[config.mk]
export PLATFORM = sky130hd
export DESIGN_NAME = sdbd_dma
export DESIGN_NICKNAME = d
export VERILOG_FILES = /design/src/sdbd_pkg.sv /design/src/sdbd_dma.sv /design/src/sdbd_offset_ctr.sv
export VERILOG_INCLUDE_DIRS = /design/src
export SDC_FILE = /design/constraint.sdc
export NUM_CORES = 1
export LEC_CHECK = 0
export BUFFER_PORTS_ARGS = -buffer_cell sky130_fd_sc_hd__buf_2
export CAP_MARGIN = 10
export CORE_MARGIN = 2
export CORE_UTILIZATION = 66
export CTS_BUF_LIST = sky130_fd_sc_hd__clkbuf_8
export DETAILED_ROUTE_END_ITERATION = 7
export GPL_TIMING_DRIVEN = 0
export PLACE_DENSITY_LB_ADDON = 0.1
export SKIP_LAST_GASP = 1
export SLEW_MARGIN = 20
export SYNTH_ARGS = -nofsm -noshare
export SYNTH_HDL_FRONTEND = slang
export SYNTH_SLANG_ARGS = --single-unit
[constraint.sdc]
create_clock -name mclk_i -period 11.8 [get_ports mclk_i]
set_input_delay 2.36 -clock mclk_i [delete_from_list [all_inputs] [get_ports mclk_i]]
set_output_delay 2.36 -clock mclk_i [all_outputs]
set_load 0.01 [all_outputs]
[src/sdbd_cfg.svh]
// Offsets, field positions and reset values of the dual buffer DMA block.
// Assumes a 32-bit APB bus where each register index sits at byte address index*4.
`ifndef SDBD_CFG_SVH
`define SDBD_CFG_SVH

// ****************************************
// Register indices (byte address = index * 4)
// ****************************************
`define SDBD_IDX_RX_A_START 30'h4400
`define SDBD_IDX_RX_A_END 30'h4402
`define SDBD_IDX_RX_B_START 30'h4404
`define SDBD_IDX_RX_B_END 30'h4406
`define SDBD_IDX_TX_A_START 30'h4408
`define SDBD_IDX_TX_A_END 30'h440a
`define SDBD_IDX_TX_B_START 30'h440c
`define SDBD_IDX_TX_B_END 30'h440e
`define SDBD_IDX_RX_A_FILL 30'h4410
`define SDBD_IDX_RX_B_FILL 30'h4412
`define SDBD_IDX_TX_OFFSET 30'h4414
`define SDBD_IDX_STATUS 30'h4416
`define SDBD_IDX_CONTROL 30'h4418
`define SDBD_IDX_RX_A_ERR 30'h441a
`define SDBD_IDX_RX_B_ERR 30'h441c
`define SDBD_IDX_INT_STATUS 30'h4430
`define SDBD_IDX_INT_MASK 30'h4432

// ****************************************
// Field positions and fixed bits
// ****************************************
`define SDBD_ADDR_TOP 3'h3
`define SDBD_CTRL_RX_RESET 4
`define SDBD_CTRL_TX_RESET 5
`define SDBD_EV_OVERRUN 4

// ****************************************
// Reset values
// ****************************************
`define SDBD_ADDR_RESET 13'h0000
`define SDBD_MASK_RESET 5'h00

`endif

[src/sdbd_pkg.sv]
// Types shared by the dual buffer DMA block.
// Assumes sdbd_cfg.svh supplies the numeric constants.
package sdbd_pkg;

  typedef enum logic [3:0] {
    SDBD_IDLE = 4'h1,
    SDBD_RX_WRITE = 4'h2,
    SDBD_TX_READ = 4'h4,
    SDBD_TX_OUT = 4'h8
  } sdbd_state_t;

  typedef struct packed {
    sdbd_state_t st;
    logic [1:0][12:0] rx_beg;
    logic [1:0][12:0] rx_end;
    logic [1:0][12:0] tx_beg;
    logic [1:0][12:0] tx_end;
    logic [3:0] load;
    logic rx_sel;
    logic tx_sel;
    logic [1:0][12:0] err;
    logic [1:0] err_seen;
    logic [1:0] ovf;
    logic ovf_pend;
    logic [7:0] data;
    logic data_err;
    logic [15:0] addr;
    logic [15:0] prdata;
    logic [4:0] int_stat;
    logic [4:0] int_mask;
  } sdbd_regs_t;

  typedef struct packed {
    logic [12:0] count;
  } sdbd_ctr_t;

endpackage : sdbd_pkg

[src/sdbd_dma.sv]
// Ping-pong DMA engine between a serial FIFO and system RAM, with its APB registers.
// Assumes the FIFO, the transmitter and the RAM port run on mclk_i.
`timescale 1ns/1ps
`include "sdbd_cfg.svh"

// Contract
// A read-only 13-bit offset gives where the next received byte goes in receive buffer A.
// A separate read-only 13-bit offset gives where the next received byte goes in receive buffer B.
// One read-only 13-bit offset gives the next byte position in the loaded transmit buffer.
// Each offset returns to zero once its buffer is full and unloads.
// Receive buffer A has a writable 13-bit start address whose word reads bits 14 and 13 as one and 15 as zero.
// Receive buffer A has a writable 13-bit end address at which it stops accepting bytes.
// Receive buffer B has writable start and end addresses with the same fixed upper bits.
// Transmit buffers A and B have writable start addresses from which bytes are fetched.
// Transmit buffers A and B have writable end addresses that bound the fetch.
// Each receive buffer records only the offset of its first errored byte until reload or receive reset.
// Status shows per-buffer active flags and per-receive-buffer overrun flags given to the next buffer to load.
module sdbd_dma (
  // Clock and reset
  input wire logic mclk_i,
  input wire logic resetn_i,
  // APB slave
  input wire logic [31:0] paddr_i,
  input wire logic psel_i,
  input wire logic penable_i,
  input wire logic pwrite_i,
  input wire logic [31:0] pwdata_i,
  output logic [31:0] prdata_o,
  output logic pready_o,
  output logic pslverr_o,
  // Receive FIFO
  input wire logic rx_valid_i,
  input wire logic [7:0] rx_data_i,
  input wire logic rx_err_i,
  input wire logic rx_overflow_i,
  output logic rx_ready_o,
  // Transmit byte stream
  output logic tx_valid_o,
  output logic [7:0] tx_data_o,
  input wire logic tx_ready_i,
  // RAM port
  output logic ram_req_o,
  output logic ram_we_o,
  output logic [15:0] ram_addr_o,
  output logic [7:0] ram_wdata_o,
  input wire logic [7:0] ram_rdata_i,
  input wire logic ram_ack_i,
  // Interrupt
  output logic irq_o
);
  import sdbd_pkg::*;

  // ****************************************
  // State and internal signals
  // ****************************************
  sdbd_regs_t s;
  sdbd_regs_t next_s;
  logic [2:0][12:0] cnt;
  logic [2:0] ctr_clear;
  logic [2:0] ctr_step;
  logic [4:0] ev;
  logic [15:0] rd_val;
  logic hit;
  logic acc;
  logic wr;
  logic [29:0] idx;
  logic [12:0] rx_addr;
  logic [12:0] tx_addr;
  logic rx_at_end;
  logic tx_at_end;
  logic [15:0] wd;

  // ****************************************
  // Offset counters
  // ****************************************
  genvar g;
  generate
    for (g = 0; g < 3; g++) begin : g_ctr
      sdbd_offset_ctr u_ctr (
        .mclk_i(mclk_i),
        .resetn_i(resetn_i),
        .clear_i(ctr_clear[g]),
        .step_i(ctr_step[g]),
        .count_o(cnt[g])
      );
    end
  endgenerate

  // ****************************************
  // Bus decode and buffer addresses
  // ****************************************
  assign idx = paddr_i[31:2];
  assign acc = psel_i & penable_i;
  assign wr = acc & pwrite_i;
  assign wd = pwdata_i[15:0];
  assign rx_addr = s.rx_beg[s.rx_sel] + cnt[s.rx_sel];
  assign tx_addr = s.tx_beg[s.tx_sel] + cnt[2];
  assign rx_at_end = rx_addr == s.rx_end[s.rx_sel];
  assign tx_at_end = tx_addr == s.tx_end[s.tx_sel];

  // ****************************************
  // Register read decode
  // ****************************************
  always_comb begin
    hit = 1'b1;
    rd_val = 16'h0000;
    case (idx)
      `SDBD_IDX_RX_A_START: rd_val = {`SDBD_ADDR_TOP, s.rx_beg[0]};
      `SDBD_IDX_RX_A_END: rd_val = {`SDBD_ADDR_TOP, s.rx_end[0]};
      `SDBD_IDX_RX_B_START: rd_val = {`SDBD_ADDR_TOP, s.rx_beg[1]};
      `SDBD_IDX_RX_B_END: rd_val = {`SDBD_ADDR_TOP, s.rx_end[1]};
      `SDBD_IDX_TX_A_START: rd_val = {`SDBD_ADDR_TOP, s.tx_beg[0]};
      `SDBD_IDX_TX_A_END: rd_val = {`SDBD_ADDR_TOP, s.tx_end[0]};
      `SDBD_IDX_TX_B_START: rd_val = {`SDBD_ADDR_TOP, s.tx_beg[1]};
      `SDBD_IDX_TX_B_END: rd_val = {`SDBD_ADDR_TOP, s.tx_end[1]};
      `SDBD_IDX_RX_A_FILL: rd_val = {3'h0, cnt[0]};
      `SDBD_IDX_RX_B_FILL: rd_val = {3'h0, cnt[1]};
      `SDBD_IDX_TX_OFFSET: rd_val = {3'h0, cnt[2]};
      `SDBD_IDX_STATUS: begin
        rd_val[1:0] = s.load[1:0] & {s.rx_sel, ~s.rx_sel};
        rd_val[3:2] = s.load[3:2] & {s.tx_sel, ~s.tx_sel};
        rd_val[5:4] = s.ovf;
      end
      `SDBD_IDX_CONTROL: rd_val = {12'h000, s.load};
      `SDBD_IDX_RX_A_ERR: rd_val = {3'h0, s.err[0]};
      `SDBD_IDX_RX_B_ERR: rd_val = {3'h0, s.err[1]};
      `SDBD_IDX_INT_STATUS: rd_val = {11'h000, s.int_stat};
      `SDBD_IDX_INT_MASK: rd_val = {11'h000, s.int_mask};
      default: hit = 1'b0;
    endcase
  end

  // ****************************************
  // Next state
  // ****************************************
  always_comb begin
    next_s = s;
    ctr_clear = 3'h0;
    ctr_step = 3'h0;
    ev = 5'h00;
    // Read data is captured in the setup cycle and shown in the access cycle.
    if (psel_i && !penable_i) begin
      next_s.prdata = hit ? rd_val : 16'h0000;
    end
    if (wr) begin
      case (idx)
        `SDBD_IDX_RX_A_START: next_s.rx_beg[0] = wd[12:0];
        `SDBD_IDX_RX_A_END: next_s.rx_end[0] = wd[12:0];
        `SDBD_IDX_RX_B_START: next_s.rx_beg[1] = wd[12:0];
        `SDBD_IDX_RX_B_END: next_s.rx_end[1] = wd[12:0];
        `SDBD_IDX_TX_A_START: next_s.tx_beg[0] = wd[12:0];
        `SDBD_IDX_TX_A_END: next_s.tx_end[0] = wd[12:0];
        `SDBD_IDX_TX_B_START: next_s.tx_beg[1] = wd[12:0];
        `SDBD_IDX_TX_B_END: next_s.tx_end[1] = wd[12:0];
        `SDBD_IDX_INT_MASK: next_s.int_mask = wd[4:0];
        `SDBD_IDX_CONTROL: begin
          if (wd[`SDBD_CTRL_RX_RESET]) begin
            next_s.load[1:0] = 2'h0;
            next_s.rx_sel = 1'b0;
            next_s.err = '0;
            next_s.err_seen = 2'h0;
            next_s.ovf = 2'h0;
            next_s.ovf_pend = 1'b0;
            ctr_clear[1:0] = 2'h3;
          end
          if (wd[`SDBD_CTRL_TX_RESET]) begin
            next_s.load[3:2] = 2'h0;
            next_s.tx_sel = 1'b0;
            ctr_clear[2] = 1'b1;
          end
          // Writing zero to a load bit has no effect.
          for (int b = 0; b < 2; b++) begin
            if (wd[b]) begin
              next_s.err[b] = 13'h0000;
              next_s.err_seen[b] = 1'b0;
              next_s.ovf[b] = 1'b0;
            end
          end
          next_s.load = next_s.load | wd[3:0];
        end
        default: ;
      endcase
    end
    // Transfer engine: receive has priority over transmit on the RAM port.
    case (s.st)
      SDBD_IDLE: begin
        if (rx_valid_i && s.load[s.rx_sel]) begin
          next_s.data = rx_data_i;
          next_s.data_err = rx_err_i;
          next_s.addr = {`SDBD_ADDR_TOP, rx_addr};
          next_s.st = SDBD_RX_WRITE;
        end else if (s.load[{1'b1, s.tx_sel}]) begin
          next_s.addr = {`SDBD_ADDR_TOP, tx_addr};
          next_s.st = SDBD_TX_READ;
        end
      end
      SDBD_RX_WRITE: begin
        if (ram_ack_i) begin
          next_s.st = SDBD_IDLE;
          if (next_s.load[s.rx_sel]) begin
            if (s.data_err && !s.err_seen[s.rx_sel]) begin
              next_s.err[s.rx_sel] = cnt[s.rx_sel];
              next_s.err_seen[s.rx_sel] = 1'b1;
            end
            if (rx_at_end) begin
              next_s.load[s.rx_sel] = 1'b0;
              next_s.rx_sel = ~s.rx_sel;
              ctr_clear[s.rx_sel] = 1'b1;
              ev[s.rx_sel] = 1'b1;
            end else begin
              ctr_step[s.rx_sel] = 1'b1;
            end
          end
        end
      end
      SDBD_TX_READ: begin
        if (ram_ack_i) begin
          next_s.data = ram_rdata_i;
          next_s.st = SDBD_TX_OUT;
        end
      end
      SDBD_TX_OUT: begin
        if (tx_ready_i) begin
          next_s.st = SDBD_IDLE;
          if (next_s.load[{1'b1, s.tx_sel}]) begin
            if (tx_at_end) begin
              next_s.load[{1'b1, s.tx_sel}] = 1'b0;
              next_s.tx_sel = ~s.tx_sel;
              ctr_clear[2] = 1'b1;
              ev[{1'b1, s.tx_sel}] = 1'b1;
            end else begin
              ctr_step[2] = 1'b1;
            end
          end
        end
      end
      default: next_s.st = SDBD_IDLE;
    endcase
    // Overflow with no loaded buffer is charged to the next buffer to load.
    if (rx_overflow_i && !s.load[s.rx_sel]) begin
      next_s.ovf_pend = 1'b1;
      ev[`SDBD_EV_OVERRUN] = 1'b1;
    end
    if (next_s.ovf_pend && next_s.load[next_s.rx_sel]) begin
      next_s.ovf[next_s.rx_sel] = 1'b1;
      next_s.ovf_pend = 1'b0;
    end
    // A status read clears only the bits it returned; a new event wins.
    next_s.int_stat = s.int_stat | ev;
    if (acc && !pwrite_i && idx == `SDBD_IDX_INT_STATUS) begin
      next_s.int_stat = (s.int_stat & ~s.prdata[4:0]) | ev;
    end
  end

  always_ff @(posedge mclk_i or negedge resetn_i) begin
    if (!resetn_i) begin
      s <= '0;
      s.st <= SDBD_IDLE;
      s.int_mask <= `SDBD_MASK_RESET;
    end else begin
      s <= next_s;
    end
  end

  // ****************************************
  // Outputs
  // ****************************************
  assign prdata_o = {16'h0000, s.prdata};
  assign pready_o = 1'b1;
  assign pslverr_o = acc & ~hit;
  assign rx_ready_o = (s.st == SDBD_IDLE) & s.load[s.rx_sel];
  assign tx_valid_o = s.st == SDBD_TX_OUT;
  assign tx_data_o = s.data;
  assign ram_req_o = (s.st == SDBD_RX_WRITE) | (s.st == SDBD_TX_READ);
  assign ram_we_o = s.st == SDBD_RX_WRITE;
  assign ram_addr_o = s.addr;
  assign ram_wdata_o = s.data;
  assign irq_o = |(s.int_stat & s.int_mask);
endmodule : sdbd_dma

[src/sdbd_offset_ctr.sv]
// Byte offset counter of one DMA buffer.
// Assumes clear and step come from logic on the same clock.
`timescale 1ns/1ps
module sdbd_offset_ctr (
  // Clock and reset
  input wire logic mclk_i,
  input wire logic resetn_i,
  // Control
  input wire logic clear_i,
  input wire logic step_i,
  // Offset
  output logic [12:0] count_o
);
  import sdbd_pkg::*;

  sdbd_ctr_t s;
  sdbd_ctr_t next_s;

  always_comb begin
    next_s = s;
    if (clear_i) begin
      next_s.count = 13'h0000;
    end else if (step_i) begin
      next_s.count = s.count + 13'h0001;
    end
  end

  always_ff @(posedge mclk_i or negedge resetn_i) begin
    if (!resetn_i) begin
      s <= '0;
    end else begin
      s <= next_s;
    end
  end

  assign count_o = s.count;

endmodule : sdbd_offset_ctr

=== Word-level counts from Yosys, hierarchy flattened ===
Index checks and enable logic that the tools add are counted.

* Register bits: 235
* Input port bits: 90
* Output and inout bits: 71
* Word-level logic and storage cells: 251

* Add/sub/neg operators: 5
* Order comparisons: 11
* Equality and inequality tests: 28
* Mux-type cells: 121
* Bitwise logic cells: 23
* Reductions and logical operators: 37

{| class="wikitable"
|+ Operator list
! kind !! number
|-
| equality test 30 x 15 -> 1 bit (second input constant) || 17
|-
| 2-to-1 mux 13 bit || 19
|-
| case mux 9 bit (13 select lines) || 1
|-
| 2-to-1 mux 28 bit || 4
|-
| case mux 6 bit (17 select lines) || 1
|-
| 2-to-1 mux 37 bit || 2
|-
| 2-to-1 mux 16 bit || 3
|-
| 2-to-1 mux 5 bit || 8
|-
| adder 13 x 1 -> 13 bit (second input constant) || 3
|-
| 2-to-1 mux 1 bit || 38
|-
| 2-to-1 mux 4 bit || 9
|-
| 2-to-1 mux 31 bit || 1
|-
| 2-to-1 mux 3 bit || 9
|-
| adder 13 bit || 2
|-
| bitwise mux 26 bit || 1
|-
| equality test 13 bit || 2
|-
| AND reduction 2 bit || 11
|-
| 2-to-1 mux 2 bit || 10
|-
| OR reduction 17 bit || 1
|-
| case mux 4 bit (4 select lines) || 1
|-
| case mux 8 bit (2 select lines) || 1
|-
| demux 13 bit (select 1 bit) || 1
|-
| logical AND 1 bit || 13
|-
| AND 5 bit || 2
|-
| 37 further kinds || 65
|}

=== Longest topological paths before layout ===
* Depth after elaboration: 17
* Depth in mapped cells: 19
* Gate-level depth less buffers: 13

=== Hierarchy ===
From an unflattened synthesis, not the netlist that was laid out.

* Cell total of the unflattened synthesis: 1400
* Area total of the unflattened synthesis: 14147.3 um2

{| class="wikitable"
|+ Modules (own cells, without submodules)
! module !! times used !! cells an instance !! area an instance (um2) !! sequential area each (um2)
|-
| sdbd_dma || 1 || 1202 || 12139.1 || 4805.9
|-
| sdbd_offset_ctr || 3 || 66 || 669.4 || 325.3
|}

=== Least setup slack after synthesis ===
OpenSTA, ideal clock, no wires.

* Path type: input to output
* From: in paddr_i[11]
* To: out pslverr_o
* Data arrival time: 3.550 ns
* Required time: 9.440 ns
* Setup slack: 5.890 ns
* Stages: 5
* Path buffers: 0
* Cell sequence: nor4b_1 nand4_1 or2_2 a221oi_1 nor2_1

* Word-level cells in the longest chain between the ends: 5
* Elaborated cells on any way between the ends: 21
* Classes of those cells: 17 x eq/ne; 1 x mux; 2 x bitwise; 1 x reduce/logical

{| class="wikitable"
|+ RTL lines
! what !! line !! source
|-
| from (decl) || sdbd_dma.sv:23 || <nowiki>input wire logic [31:0] paddr_i,</nowiki>
|-
| equality test 30 x 15 -> 1 bit || sdbd_dma.sv:107 || <nowiki>case (idx)</nowiki>
|-
| OR reduction 17 bit (no line) (*) || -- ||
|-
| 2-to-1 mux 1 bit (*) || sdbd_dma.sv:107 ||
|-
| inverter 1 bit (*) || sdbd_dma.sv:270 || <nowiki>assign pslverr_o = acc & ~hit;</nowiki>
|-
| AND 1 bit (*) || sdbd_dma.sv:270 ||
|-
| to (decl) || sdbd_dma.sv:30 || <nowiki>output logic pslverr_o,</nowiki>
|}

Mark *: on every way between the ends. The rest lies on a longest branch, timed or not.

=== Worst setup path in the final report ===
Same ends and word-level chain as after synthesis.

==> metrics <==
Crit Path Class input port to primary output; post-CTS setup buffer count 0; Multi-input gate area 8030 um^2; CTS root buffer clkbuf_8; r2r setup slk 5.21 ns; first-pass GRT wire length 76.7 mm; post-synthesis cell area 14700 um^2; synth unique cells 98; minimum clock period 6.67 ns; number of synthesized flops with an enable pin 0; # rows 54; post-synthesis simple-gate area fraction 0.171; Slew HR 0.217; fill count 1601; GRT Resource Usage Total 0.427; H-tree levels 2; Final nets 1809; Avg Inst Size Synth 9.74 um^2; CTS resizes 0; CTS Buf Count 40; final antenna-violating net count 0; antenna violations before repair 3; arrival time worst endpoint 4.31 ns; Final period util 0.565; Register Area 5780 um^2; Worst setup EP type primary output; Setup Total Neg Slack 0 ns; yosys warns 0; initial core utilization 0.673; Clock Latency Late Sink 0.55 ns; max-cap violations 0; Num Clock Sinks 231; # setup viols final 0; combinational family with the most area after synthesis simple AND/OR/NAND/NOR gates; Slew @ Worst Pin 1.16 ns; Hold Violations, Final 0; GPL Wtd Cong 1.05; sequential-to-total area share from yosys stat 0.392; Synth Area in Compound Gates 0.165; max-slew violations 0; GR Overflow Total 0; violated checks design-rule violations; clock buffer depth 3; pwr dens 107 nW/um^2; Horiz. Die Dim 153 um; Top FF cell, synth dfrtp_1; die footprint 23500 um^2; Max Fclk 150 MHz; skew final 0.0212 ns; via count 13400; Post-synth ARST share 1.00; largest net degree at the start of global routing 94; Syn Inst Count 1513; CTS tree built; Layout area overhead 13.0%; WL/cell 25.3 um; total wire length 50.6 mm; Placed Area 15800 um^2; final instance area 16600 um^2; layout cells sized above 1 0.269; RSZ-0062 raised after global routing no; Synth Area in XOR/XNOR 0.0520; DRT iter0 DRCs 1931; CP Max Fanout 6; HP Class flop to flop; Die Height 153 um; DRC 1; Critical Path RT 9.44 ns; outcome finished with violations; hpwl dp 38.1 mm; Post-Synth Adder-Cell Area 0.0256; CP Launch Type input port; VDD IR-drop max 0.000106 V; vias in the first global route 12900; clock slew seen by the registers of the worst setup and hold paths 0.06 ns; DRT Pass-1 Iters 8; Lkg Pwr 7.90 nW; IO buf count 115; Post-CTS Hold Fix Bufs 0; IO Count 161; Vias/cell 6.72; #FFs+latches synth 231; mux share of post-synthesis cell area 0.126; core box area 21900 um^2
[layer usage]
metal / GRT usage / vias to the layer above / wire length [um]
li1: - / 5797 / -
met1: 0.546 / 6408 / 18600
met2: 0.656 / 1006 / 22200
met3: 0.147 / 212 / 6910
met4: 0.201 / 4 / 2850
met5: 0 / - / 27
[per-stage QoR]
step / std cells / setup WS (ns) / hold slack [ns] / total power, mW / utilization
after floorplan: 1530 / 5.89 / 0.448 / 0.941 / -
after global placement: 1925 / 4.34 / 0.462 / 1.02 / 0.718
after detailed placement: 1928 / 5.23 / 0.471 / 1.02 / 0.722
after CTS: 1998 / 5.22 / 0.487 / 1.78 / 0.760
after global routing: 1998 / 5.00 / 0.511 / 1.83 / 0.760
final: 1999 / 5.13 / 0.481 / 1.78 / 0.761
[power by group]
group	total [mW]	switching, mW	internal (mW)
clock network	0.775	0.337	0.438
registers	0.827	0.0155	0.811
logic	0.183	0.0938	0.0889
[sequential cells by signal, summed over array words and instances (netlist names)]
register	cells
prdata_o	14
s	156
ram_addr_o	14
g_ctr.u_ctr.count_o	39
ram_wdata_o	8
[layout by cell type (no fill, tap or decap), drive strengths merged, types with 21 or more instances in the layout]
cell type  synthesis  routed
dfrtp            230     230
buf              108     226
nand2            182     182
mux2             135     135
nor2             109     109
clkbuf            44      96
a21oi             64      64
o21ai             60      60
xnor2             45      45
nand3             41      41
inv               25      38
mux2i             33      33
a22oi             29      29
ha                27      27
xor2              26      26
nor3              25      25
a22o              22      22
nand4             21      21
and3              21      21
[worst max-delay path, stage by stage]
cell	delay [ns]
buf_2	0.11
nor4b_1	0.32
nand4_1	0.31
or2_2	0.42
a221oi_1	0.44
nor2_1	0.17
buf_2	0.18
[area by class of cell]
class,instances,area share
multi-input combinational,1122,0.482
timing repair buffer,118,0.0388
buffer,152,0.0544
sequential,231,0.347
antenna,1,0.000150
clock inverter,18,0.00774
tap,280,0.0210
clock buffer,52,0.0430
inverter,25,0.00564
[synthesized netlist by cell type (25+ instances only)]
cell,number,area share
a21oi_1,62,0.021
a22oi_1,28,0.014
buf_2,25,0.0085
buf_4,72,0.037
clkbuf_1,41,0.010
dfrtp_1,230,0.39
ha_1,27,0.023
inv_1,25,0.0064
mux2_2,135,0.10
mux2i_1,32,0.022
nand2_1,182,0.046
nand3_1,41,0.014
nor2_1,103,0.026
o21ai_0,50,0.017
xnor2_1,44,0.026
xor2_1,26,0.015
[final timing paths]
kind,from,end,cells past startpoint
max in group asynchronous,resetn_i,s[97],2
max reg2reg,s[83],g_ctr[0].u_ctr.count_o[11],18
min,prdata_o[11],prdata_o[11],1
max,paddr_i[11],pslverr_o,7
min reg2reg,prdata_o[11],prdata_o[11],1
min in group asynchronous,resetn_i,s[52],1
[kinds of logic (layout without fill, tap and decap cells)]
| logic type | Yosys count | after routing |
|---|---|---|
| and+or+nand+nor | 500 | 500 |
| buffers and inverters | 177 | 365 |
| muxes | 168 | 168 |
| adders and majority gates | 29 | 29 |
| other | 2 | 20 |
| DFF | 231 | 231 |
| xor gates and xnor gates | 77 | 77 |
| AOI/OAI and AO/OA | 329 | 329 |
(Power assumes the default switching activity.)
